[config.mk]
export PLATFORM = sky130hd
export DESIGN_NAME = acs_sequencer
export DESIGN_NICKNAME = d
export VERILOG_FILES = /design/src/rtl/acs_pkg.sv /design/src/rtl/acs_sequencer.sv
export SDC_FILE = /design/constraint.sdc
export NUM_CORES = 1
export LEC_CHECK = 0
export BUFFER_PORTS_ARGS = -buffer_cell sky130_fd_sc_hd__buf_2
export CAP_MARGIN = 5
export CORE_MARGIN = 5
export CORE_UTILIZATION = 35
export CTS_BUF_LIST = sky130_fd_sc_hd__clkbuf_4 sky130_fd_sc_hd__clkbuf_8 sky130_fd_sc_hd__clkbuf_16
export DETAILED_ROUTE_END_ITERATION = 12
export HOLD_SLACK_MARGIN = 0.12
export PLACE_DENSITY = 0.52
export SYNTH_ARGS = -nofsm -noshare
export SYNTH_HDL_FRONTEND = slang
export SYNTH_SLANG_ARGS = --single-unit
[constraint.sdc]
create_clock -name clk -period 4 [get_ports clk]
set_input_delay 0.4 -clock clk [delete_from_list [all_inputs] [get_ports clk]]
set_output_delay 0.4 -clock clk [all_outputs]
set_load 0.02 [all_outputs]
[src/rtl/acs_pkg.sv]
// Constants, carrier types and the shared tick counter of the startup and chop sequencer.
// Operation
// - After power-on settling, wait 256 + 44 modulator periods before modulators deliver samples.
// - Drive the result-ready output from low to high when power-on settling ends.
// - Both filter paths take samples; fast settles in one period, sinc in three.
// - First two results come from the fast path, third onward from the sinc path.
// - Command or pin reset skips power-on wait, then repeats the startup sequence.
// - Default ratio gives 1024-period results, first at 1324, first sinc at 3372.
// - Continuous mode yields one result per oversampling ratio, each with a falling edge.
// - Chop mode alternates input polarity on successive conversions and averages opposite pairs.
// - Every polarity swap resets the decimation filter; three oversampling ratios make one result.
// - Four-bit chop delay selects a wait from 2 to 65,536 periods after swaps.
// - Chop result period equals delay plus three ratios, each result with a falling edge.
// - In chop mode a sync pin falling edge or ratio change restarts all channels.
// - First chopped result after restart takes two full periods plus 44 modulator periods.
// - Chop mode bypasses per-channel phase calibration regardless of its setting.
// - The internal DC test input cannot be measured while chop mode is enabled.
// - A reset command is acted on only after its frame completes, then startup runs.
`timescale 1ns/100ps
`default_nettype none
package acs_pkg;
	localparam int CLK_MHZ = 100;
	localparam int MOD_DIV = 2;
	localparam int DIV_W = 2;
	localparam int POR_TIME_US = 250;
	localparam int POR_CYCLES_DEF = POR_TIME_US * CLK_MHZ;
	localparam int RSL_TIME_NS = 20000;
	localparam int RSL_CYCLES = (RSL_TIME_NS * CLK_MHZ + 999) / 1000;
	localparam int RSL_W = 12;
	localparam int CNT_W = 18;
	localparam logic [CNT_W-1:0] INIT_MODS = 18'(256 + 44);
	localparam logic [CNT_W-1:0] TAIL_MODS = 18'(44);
	localparam logic [CNT_W-1:0] OSR_BASE = 18'h00080;
	localparam logic [CNT_W-1:0] DLY_BASE = 18'h00002;
	localparam int RESULT_READY_N_W = 4;
	localparam logic [RESULT_READY_N_W-1:0] RESULT_READY_N_LOW_MODS = 4'h8;
	localparam logic [1:0] FAST_SAMPLES = 2'h2;
	localparam logic [1:0] FIRST_PASSES = 2'h2;
	localparam logic [15:0] CMD_RESET = 16'h0011;
	localparam int ADDR_W = 4;
	localparam int DATA_W = 16;
	localparam logic [ADDR_W-1:0] ADDR_CTRL = 4'h0;
	localparam logic [ADDR_W-1:0] ADDR_STATUS = 4'h1;
	localparam logic [ADDR_W-1:0] ADDR_MASK = 4'h2;
	localparam logic [ADDR_W-1:0] ADDR_STATE = 4'h3;
	localparam int CTRL_W = 10;
	localparam int STAT_W = 3;

	typedef struct packed {
		logic phase_cal_en;
		logic dc_test_sel;
		logic [2:0] oversampling_ratio;
		logic [3:0] chop_settle_delay;
		logic chop_enable;
	} acs_ctrl_t;

	localparam acs_ctrl_t CTRL_RESET = '{phase_cal_en: 1'b1, dc_test_sel: 1'b0,
		oversampling_ratio: 3'h3, chop_settle_delay: 4'h0, chop_enable: 1'b0};

	typedef struct packed {
		logic [ADDR_W-1:0] addr;
		logic [DATA_W-1:0] wdata;
		logic wr;
		logic rd;
	} acs_bus_req_t;

	typedef struct packed {
		logic frame_done;
		logic [15:0] code;
	} acs_cmd_t;

	typedef struct packed {
		logic result_valid;
		logic fast_filter_sel;
		logic chop_polarity;
		logic filter_reset;
		logic modulator_run;
		logic phase_cal_bypass;
		logic dc_test_allowed;
	} acs_conv_out_t;

	typedef enum logic [2:0] {
		ST_POR,
		ST_INIT,
		ST_CONV,
		ST_CHOP_DLY,
		ST_CHOP_CONV,
		ST_CHOP_TAIL
	} acs_state_t;
endpackage : acs_pkg

module acs_tick_counter #(
	parameter int W = 8
) (
	input wire logic clk,
	input wire logic rst,
	input wire logic clear,
	input wire logic en,
	input wire logic [W-1:0] target,
	output logic hit
);
	logic [W-1:0] count_q;

	// Hit ignores clear so that callers may derive clear from hit without a loop.
	// A target lowered in mid-count ends the period at once instead of wrapping.
	assign hit = en && (count_q >= (target - W'(1)));

	always_ff @(posedge clk)
	begin
		if (rst || clear || hit)
			count_q <= '0;
		else if (en)
			count_q <= count_q + W'(1);
	end
endmodule : acs_tick_counter
`default_nettype wire

[src/rtl/acs_sequencer.sv]
// Startup, filter handover and chop sequencing of the converter with its register port.
//
// Decided for this implementation: the placing of the registers and strobed register access.
`timescale 1ns/100ps
`default_nettype none
module acs_sequencer #(
	parameter int POR_CYCLES = acs_pkg::POR_CYCLES_DEF
) (
	input wire logic clk,
	input wire logic rst,
	input wire logic sync_reset_n_pin,
	input wire acs_pkg::acs_cmd_t cmd,
	input wire acs_pkg::acs_bus_req_t bus_req,
	output logic [acs_pkg::DATA_W-1:0] bus_rdata,
	output logic result_ready_n,
	output acs_pkg::acs_conv_out_t conv,
	output logic irq
);
	import acs_pkg::*;

	acs_state_t state_q;
	acs_state_t state_d;
	acs_ctrl_t ctrl_q;
	acs_conv_out_t conv_q;
	logic [STAT_W-1:0] status_q;
	logic [STAT_W-1:0] mask_q;
	logic [2:0] osr_prev_q;
	logic chop_prev_q;
	logic [1:0] restart_cnt_q;
	logic [1:0] sample_cnt_q;
	logic result_ready_n_n_q;
	logic irq_q;
	logic [DATA_W-1:0] rdata_q;
	logic sync_s1_q;
	logic sync_s2_q;
	logic sync_s3_q;
	logic pin_hold_q;

	logic mod_tick;
	logic seq_hit;
	logic seq_en;
	logic seq_clear;
	logic pin_hit;
	logic result_ready_n_hit;
	logic [CNT_W-1:0] seq_target;
	logic result_ev;
	logic swap_ev;
	logic startup_ev;
	logic reset_now;

	// Modulator period enable; a reset realigns it so that startup counts do not jitter.
	acs_tick_counter #(
		.W(DIV_W)
	) u_mod_div (
		.clk(clk),
		.rst(rst),
		.clear(reset_now),
		.en(1'b1),
		.target(DIV_W'(MOD_DIV)),
		.hit(mod_tick)
	);

	// Sync pin: two flops before use, a third only for the edge.
	always_ff @(posedge clk)
	begin
		if (rst)
		begin
			sync_s1_q <= 1'b1;
			sync_s2_q <= 1'b1;
			sync_s3_q <= 1'b1;
		end
		else
		begin
			sync_s1_q <= sync_reset_n_pin;
			sync_s2_q <= sync_s1_q;
			sync_s3_q <= sync_s2_q;
		end
	end

	wire sync_fall = sync_s3_q && !sync_s2_q;

	// A low pulse longer than the reset width turns into a held pin reset.
	acs_tick_counter #(
		.W(RSL_W)
	) u_pin_width (
		.clk(clk),
		.rst(rst),
		.clear(sync_s2_q),
		.en(!sync_s2_q && !pin_hold_q),
		.target(RSL_W'(RSL_CYCLES)),
		.hit(pin_hit)
	);

	always_ff @(posedge clk)
	begin
		if (rst || sync_s2_q)
			pin_hold_q <= 1'b0;
		else if (pin_hit)
			pin_hold_q <= 1'b1;
	end

	// The command is seen only with the frame-complete strobe, never mid-frame.
	wire cmd_reset = cmd.frame_done && (cmd.code == CMD_RESET);
	assign reset_now = cmd_reset || pin_hold_q;
	wire running = (state_q == ST_CONV) || (state_q == ST_CHOP_DLY)
		|| (state_q == ST_CHOP_CONV) || (state_q == ST_CHOP_TAIL);
	wire osr_changed = ctrl_q.oversampling_ratio != osr_prev_q;
	wire chop_changed = ctrl_q.chop_enable != chop_prev_q;
	wire restart = !reset_now && running && (chop_changed
		|| (ctrl_q.chop_enable && (sync_fall || osr_changed)));

	// Period lengths in modulator periods.
	wire [CNT_W-1:0] osr_len = OSR_BASE << ctrl_q.oversampling_ratio;
	wire [CNT_W-1:0] dly_len = DLY_BASE << ctrl_q.chop_settle_delay;
	wire [CNT_W-1:0] conv_len = osr_len + (osr_len << 1);

	always_comb
	begin
		case (state_q)
			ST_POR: seq_target = CNT_W'(POR_CYCLES);
			ST_INIT: seq_target = INIT_MODS;
			ST_CONV: seq_target = osr_len;
			ST_CHOP_DLY: seq_target = dly_len;
			ST_CHOP_CONV: seq_target = conv_len;
			ST_CHOP_TAIL: seq_target = TAIL_MODS;
			default: seq_target = INIT_MODS;
		endcase
	end

	// Power-on settling counts clock cycles; everything after it counts modulator periods.
	assign seq_en = (state_q == ST_POR) || mod_tick;
	assign seq_clear = reset_now || restart || (state_d != state_q);

	acs_tick_counter #(
		.W(CNT_W)
	) u_seq (
		.clk(clk),
		.rst(rst),
		.clear(seq_clear),
		.en(seq_en),
		.target(seq_target),
		.hit(seq_hit)
	);

	always_comb
	begin
		state_d = state_q;
		result_ev = 1'b0;
		swap_ev = 1'b0;
		startup_ev = 1'b0;
		if (reset_now)
			state_d = ST_INIT;
		else if (restart)
			state_d = ctrl_q.chop_enable ? ST_CHOP_DLY : ST_CONV;
		else if (seq_hit)
		begin
			case (state_q)
				ST_POR:
					state_d = ST_INIT;
				ST_INIT:
				begin
					startup_ev = 1'b1;
					state_d = ctrl_q.chop_enable ? ST_CHOP_DLY : ST_CONV;
				end
				ST_CONV:
					result_ev = 1'b1;
				ST_CHOP_DLY:
					state_d = ST_CHOP_CONV;
				ST_CHOP_CONV:
				begin
					swap_ev = 1'b1;
					if (restart_cnt_q == 2'h1)
						state_d = ST_CHOP_TAIL;
					else
					begin
						state_d = ST_CHOP_DLY;
						result_ev = (restart_cnt_q == 2'h0);
					end
				end
				ST_CHOP_TAIL:
				begin
					result_ev = 1'b1;
					state_d = ST_CHOP_DLY;
				end
				default:
					state_d = ST_INIT;
			endcase
		end
	end

	always_ff @(posedge clk)
	begin
		if (rst)
			state_q <= ST_POR;
		else
			state_q <= state_d;
	end

	// Restart bookkeeping: a fresh chop run owes two passes before its first result.
	always_ff @(posedge clk)
	begin
		if (rst || reset_now)
			restart_cnt_q <= FIRST_PASSES;
		else if (restart || startup_ev)
			restart_cnt_q <= FIRST_PASSES;
		else if (swap_ev && (restart_cnt_q != 2'h0))
			restart_cnt_q <= restart_cnt_q - 2'h1;
	end

	always_ff @(posedge clk)
	begin
		if (rst || reset_now)
		begin
			osr_prev_q <= CTRL_RESET.oversampling_ratio;
			chop_prev_q <= CTRL_RESET.chop_enable;
		end
		else
		begin
			osr_prev_q <= ctrl_q.oversampling_ratio;
			chop_prev_q <= ctrl_q.chop_enable;
		end
	end

	// Results since startup decide which filter path feeds the output.
	always_ff @(posedge clk)
	begin
		if (rst || reset_now || startup_ev)
			sample_cnt_q <= 2'h0;
		else if (result_ev && (sample_cnt_q != FAST_SAMPLES))
			sample_cnt_q <= sample_cnt_q + 2'h1;
	end

	// Result-ready: low through settling, high when ready, then low for a short pulse per result.
	acs_tick_counter #(
		.W(RESULT_READY_N_W)
	) u_result_ready_n (
		.clk(clk),
		.rst(rst),
		.clear(result_ev),
		.en(mod_tick && !result_ready_n_n_q),
		.target(RESULT_READY_N_LOW_MODS),
		.hit(result_ready_n_hit)
	);

	always_ff @(posedge clk)
	begin
		if (rst || reset_now)
			result_ready_n_n_q <= 1'b0;
		else if (state_q == ST_POR)
			result_ready_n_n_q <= seq_hit;
		else if (state_q == ST_INIT)
			result_ready_n_n_q <= 1'b1;
		else if (result_ev)
			result_ready_n_n_q <= 1'b0;
		else if (result_ready_n_hit)
			result_ready_n_n_q <= 1'b1;
	end

	// Filter and front-end controls.
	always_ff @(posedge clk)
	begin
		if (rst || reset_now)
			conv_q <= '0;
		else
		begin
			conv_q.result_valid <= result_ev;
			conv_q.filter_reset <= swap_ev || restart;
			conv_q.phase_cal_bypass <= ctrl_q.chop_enable || !ctrl_q.phase_cal_en;
			conv_q.dc_test_allowed <= ctrl_q.dc_test_sel && !ctrl_q.chop_enable;
			if (startup_ev)
				conv_q.modulator_run <= 1'b1;
			if (startup_ev)
				conv_q.fast_filter_sel <= !ctrl_q.chop_enable;
			else if (restart && ctrl_q.chop_enable)
				conv_q.fast_filter_sel <= 1'b0;
			else if (result_ev && (sample_cnt_q == FAST_SAMPLES))
				conv_q.fast_filter_sel <= 1'b0;
			if (restart || !ctrl_q.chop_enable)
				conv_q.chop_polarity <= 1'b0;
			else if (swap_ev)
				conv_q.chop_polarity <= !conv_q.chop_polarity;
		end
	end

	// Register port decode.
	wire wr_ctrl = bus_req.wr && (bus_req.addr == ADDR_CTRL);
	wire wr_mask = bus_req.wr && (bus_req.addr == ADDR_MASK);
	wire rd_status = bus_req.rd && (bus_req.addr == ADDR_STATUS);
	wire [STAT_W-1:0] stat_ev = {restart, startup_ev, result_ev};
	wire [DATA_W-1:0] state_word = DATA_W'({state_q, restart_cnt_q, sample_cnt_q,
		result_ready_n_n_q, conv_q.chop_polarity, conv_q.fast_filter_sel, conv_q.modulator_run});
	wire [DATA_W-1:0] rd_mux =
		(bus_req.addr == ADDR_CTRL) ? DATA_W'(ctrl_q) :
		(bus_req.addr == ADDR_STATUS) ? DATA_W'(status_q) :
		(bus_req.addr == ADDR_MASK) ? DATA_W'(mask_q) :
		(bus_req.addr == ADDR_STATE) ? state_word : '0;

	// Configuration returns to defaults on any reset, like the rest of the device.
	always_ff @(posedge clk)
	begin
		if (rst || reset_now)
			ctrl_q <= CTRL_RESET;
		else if (wr_ctrl)
			ctrl_q <= acs_ctrl_t'(bus_req.wdata[CTRL_W-1:0]);
	end

	always_ff @(posedge clk)
	begin
		if (rst || reset_now)
			mask_q <= '0;
		else if (wr_mask)
			mask_q <= bus_req.wdata[STAT_W-1:0];
	end

	// A new event in the reading cycle survives the clear-on-read.
	always_ff @(posedge clk)
	begin
		if (rst || reset_now)
			status_q <= '0;
		else
			status_q <= (status_q & ~{STAT_W{rd_status}}) | stat_ev;
	end

	always_ff @(posedge clk)
	begin
		if (rst)
		begin
			irq_q <= 1'b0;
			rdata_q <= '0;
		end
		else
		begin
			irq_q <= |(status_q & mask_q);
			rdata_q <= bus_req.rd ? rd_mux : '0;
		end
	end

	assign bus_rdata = rdata_q;
	assign result_ready_n = result_ready_n_n_q;
	assign conv = conv_q;
	assign irq = irq_q;
endmodule : acs_sequencer
`default_nettype wire

==> summary.txt <==
dpl hpwl = 9890 µm
# Max-Cap Violations = 0
Final ANT Viol Nets = 0
# port buffers = 55
Worst path max stage delay = 0.37 ns
final hold violation count = 0
Pleak = 0.00254 µW
# DRC = 0
Final min period = 3.84 ns
ant diodes = 0
CTS Hold Bufs = 0
clk slew on worst S/H paths = 0.07 ns
Synth top cells by count = dfxtp_1, nor2_1, nand2_1
dominant synthesized flop cell = dfxtp_1
relative slew slack = 41.1%
io pins = 67
Post-synth EDFFs = 0
most frequent CP cell = buf_4
max-slew violation count = 0
crit end category = flop
utilization after layout = 46.3%
CTS max path bufs = 2
Avg WL per Cell = 15.0 µm
Nets = 753
share of layout cells above drive strength 1 = 27.0%
Required @ worst endpoint = 4.25 ns
sequential share of the synthesized area = 36.5%
Synth warnings = 0
Num CTS Buffers = 9
Die Wd = 127 µm
Worst setup SP type = flop
drt first pass iters = 5
cell taking the most area after synthesis = dfxtp_1
cell family with most CP delay = compound AO/OA/AOI/OAI gates
final cell count without fillers = 865
status = finished clean
clk_lat worst skew = 0.35 ns
Vias/cell = 5.20
RSZ-0062 raised after global routing = true
Slowest cell on crit path = dfxtp_4
FMAX = 0.261 GHz
peak supply drop = 0.212 mV
number of global-route vias before repair = 4316
Bufs and invs on worst path = 3
Mapped Area = 4770 µm²
Clock Sinks = 87
ys async rst share = 0%
synth unique cells = 68
final wirelength = 13000 µm
Mapped Cells = 571
worst clock skew = 0.0110 ns
final period utilization = 95.9%
Root Buffer = clkbuf_16
Cell Pwr Density = 310 nW/µm²
Die Y = 127 µm
# rows = 42
Setup CP Type = reg -> reg
worst-path cell chain = nor4bb_4 -> nand2b_1 -> nor2_2 -> nand2_1 -> ha_2 -> o21ai_1 -> a21oi_2 -> buf_4 -> nand3_1 -> xor2_1 -> ha_1 -> a211oi_2 -> o21ai_1 -> a211o_1 -> buf_4 -> a22oi_2 -> buf_4 -> o22ai_1 -> a221oi_1
worst slew pin tran = 0.882 ns
syn avg cell area = 8.35 µm²
initial core utilization = 35.8%
first-pass GRT wire length = 21000 µm
final setup fails = 0
via count = 4495
DRT iter0 DRCs = 292
pin count of the biggest net entering global routing = 21
Yosys reg bits = 87
total track usage = 15.9%
worst path arrival time = 4.08 ns
Synth area leaders = dfxtp_1, ha_1, nor2_1
top-count cell post-synth = dfxtp_1
CTS H-tree depth = 3
top-area cell type share of the netlist area = 36.5%
GRT Residual Overflow = 0
Crit Path Max Fanout = 5
synth-to-layout area growth = 29.2%
Power Total = 1910 µW
die area = 16100 µm²
placer congestion estimate = 0.863
floorplan core area = 13300 µm²
DP Cell Count = 842
initial antenna violation count = 0
worst min path class = in -> reg
CTS tree = built
worst reg2reg max path, cell delays in order, from the launching register on:
cell	delay, ns
dfxtp_4	0.37
nor4bb_4	0.34
nand2b_1	0.14
nor2_2	0.17
nand2_1	0.10
ha_2	0.19
o21ai_1	0.09
a21oi_2	0.06
buf_4	0.15
nand3_1	0.09
xor2_1	0.17
ha_1	0.29
a211oi_2	0.26
o21ai_1	0.13
a211o_1	0.28
buf_4	0.15
a22oi_2	0.22
buf_4	0.18
o22ai_1	0.09
a221oi_1	0.29
layer usage:
layer	share of wire [%]	wire length, µm	vias up	GRT usage [%]
met5	0	0	-	0
met4	1.4	181	0	4.73
met3	5.2	672	12	3.57
met2	47	6050	110	25.7
met1	47	6090	2119	21.4
li1	-	-	2254	-
power breakdown:
group          switching, µW  internal, µW  leakage (µW)
logic                   82.7          59.3       0.00168
registers               15.4           886      0.000705
clock network            353           514      0.000148
total                    451          1460       0.00254
area by class of cell:
type	count	area [µm²]
tap	176	220
clock inverter	5	65.1
inverter	19	71.3
timing repair buffer	126	820
fill	1314	7140
sequential	87	1760
multi-input combinational	441	2980
clock buffer	11	246
state kept, by name (all words and copies together), names as in the netlist, 2 cells and up:
register and flops:
status_q 3, u_seq.count_q 18, restart_cnt_q 2, conv 7, ctrl_q 10, state_q 3, bus_rdata 11, u_pin_width.count_q 12
mask_q 3, u_result_ready_n.count_q 4, sample_cnt_q 2, osr_prev_q 3, u_mod_div.count_q 2
repair_timing:
action / 4_1_cts / 5_1_grt
resized for setup: 8 / 31
endpoints found under the setup margin: 28 / 37
buffers inserted: 1 / 8
pin swaps: 4 / 24
through the flow:
step                      setup slack, ns  hold WS, ns  cell area, µm²  setup TNS, ns
after floorplan                    0.0625        0.389            4800              0
after global placement            -0.0299        0.403            5630        -0.0573
after detailed placement           -0.103        0.402            5630         -0.726
after CTS                        0.000392        0.229            5980              0
after global routing              -0.0863        0.234            6160         -0.367
final                               0.165        0.244            6160              0
cells in the final DEF, fill, tap and decap left out, types with 4 or more instances in the layout:
cell / netlist / layout
or3_1: 4 / 4
conb_1: 1 / 6
a21oi_1: 38 / 36
nand2b_1: 6 / 6
o31ai_1: 6 / 6
a22oi_1: 10 / 8
clkbuf_16: 0 / 9
nor3_1: 7 / 5
xor2_1: 26 / 26
nand2_1: 53 / 53
buf_4: 5 / 68
or2_2: 6 / 6
o21ai_0: 18 / 16
or4_1: 4 / 4
nor2b_1: 6 / 4
nand4_1: 15 / 15
xnor2_1: 19 / 18
nand3_1: 18 / 18
dfxtp_1: 87 / 82
mux2i_1: 8 / 8
ha_1: 27 / 25
nor2_1: 79 / 77
and3_1: 14 / 14
nand4b_1: 4 / 4
buf_2: 2 / 55
inv_1: 19 / 19
cells by family (layout without fill, tap and decap cells):
kind of cell,count (synthesis),count (layout),synth area share (%)
buffers and inverters,48,161,4.38
xor gates and xnor gates,45,45,8.27
AOI/OAI and AO/OA,120,120,17.4
DFF,87,87,36.5
muxes,9,9,2.15
other,1,6,0.0787
and+or+nand+nor,234,234,24.1
adders and majority gates,27,27,7.09
path summary, 6_finish.rpt:
path              depth (start not counted)                  start               endpoint  slack [ns]
setup reg to reg                         19  state_q[1]$_SDFF_PP0_  state_q[0]$_SDFF_PP0_        0.16
hold reg to reg                           1   sync_s1_q$_SDFF_PP1_   sync_s2_q$_SDFF_PP1_        0.42
setup / recovery                         19  state_q[1]$_SDFF_PP0_  state_q[0]$_SDFF_PP0_        0.16
hold / removal                            2       sync_reset_n_pin   sync_s1_q$_SDFF_PP1_        0.24
(Power assumes the default switching activity.)
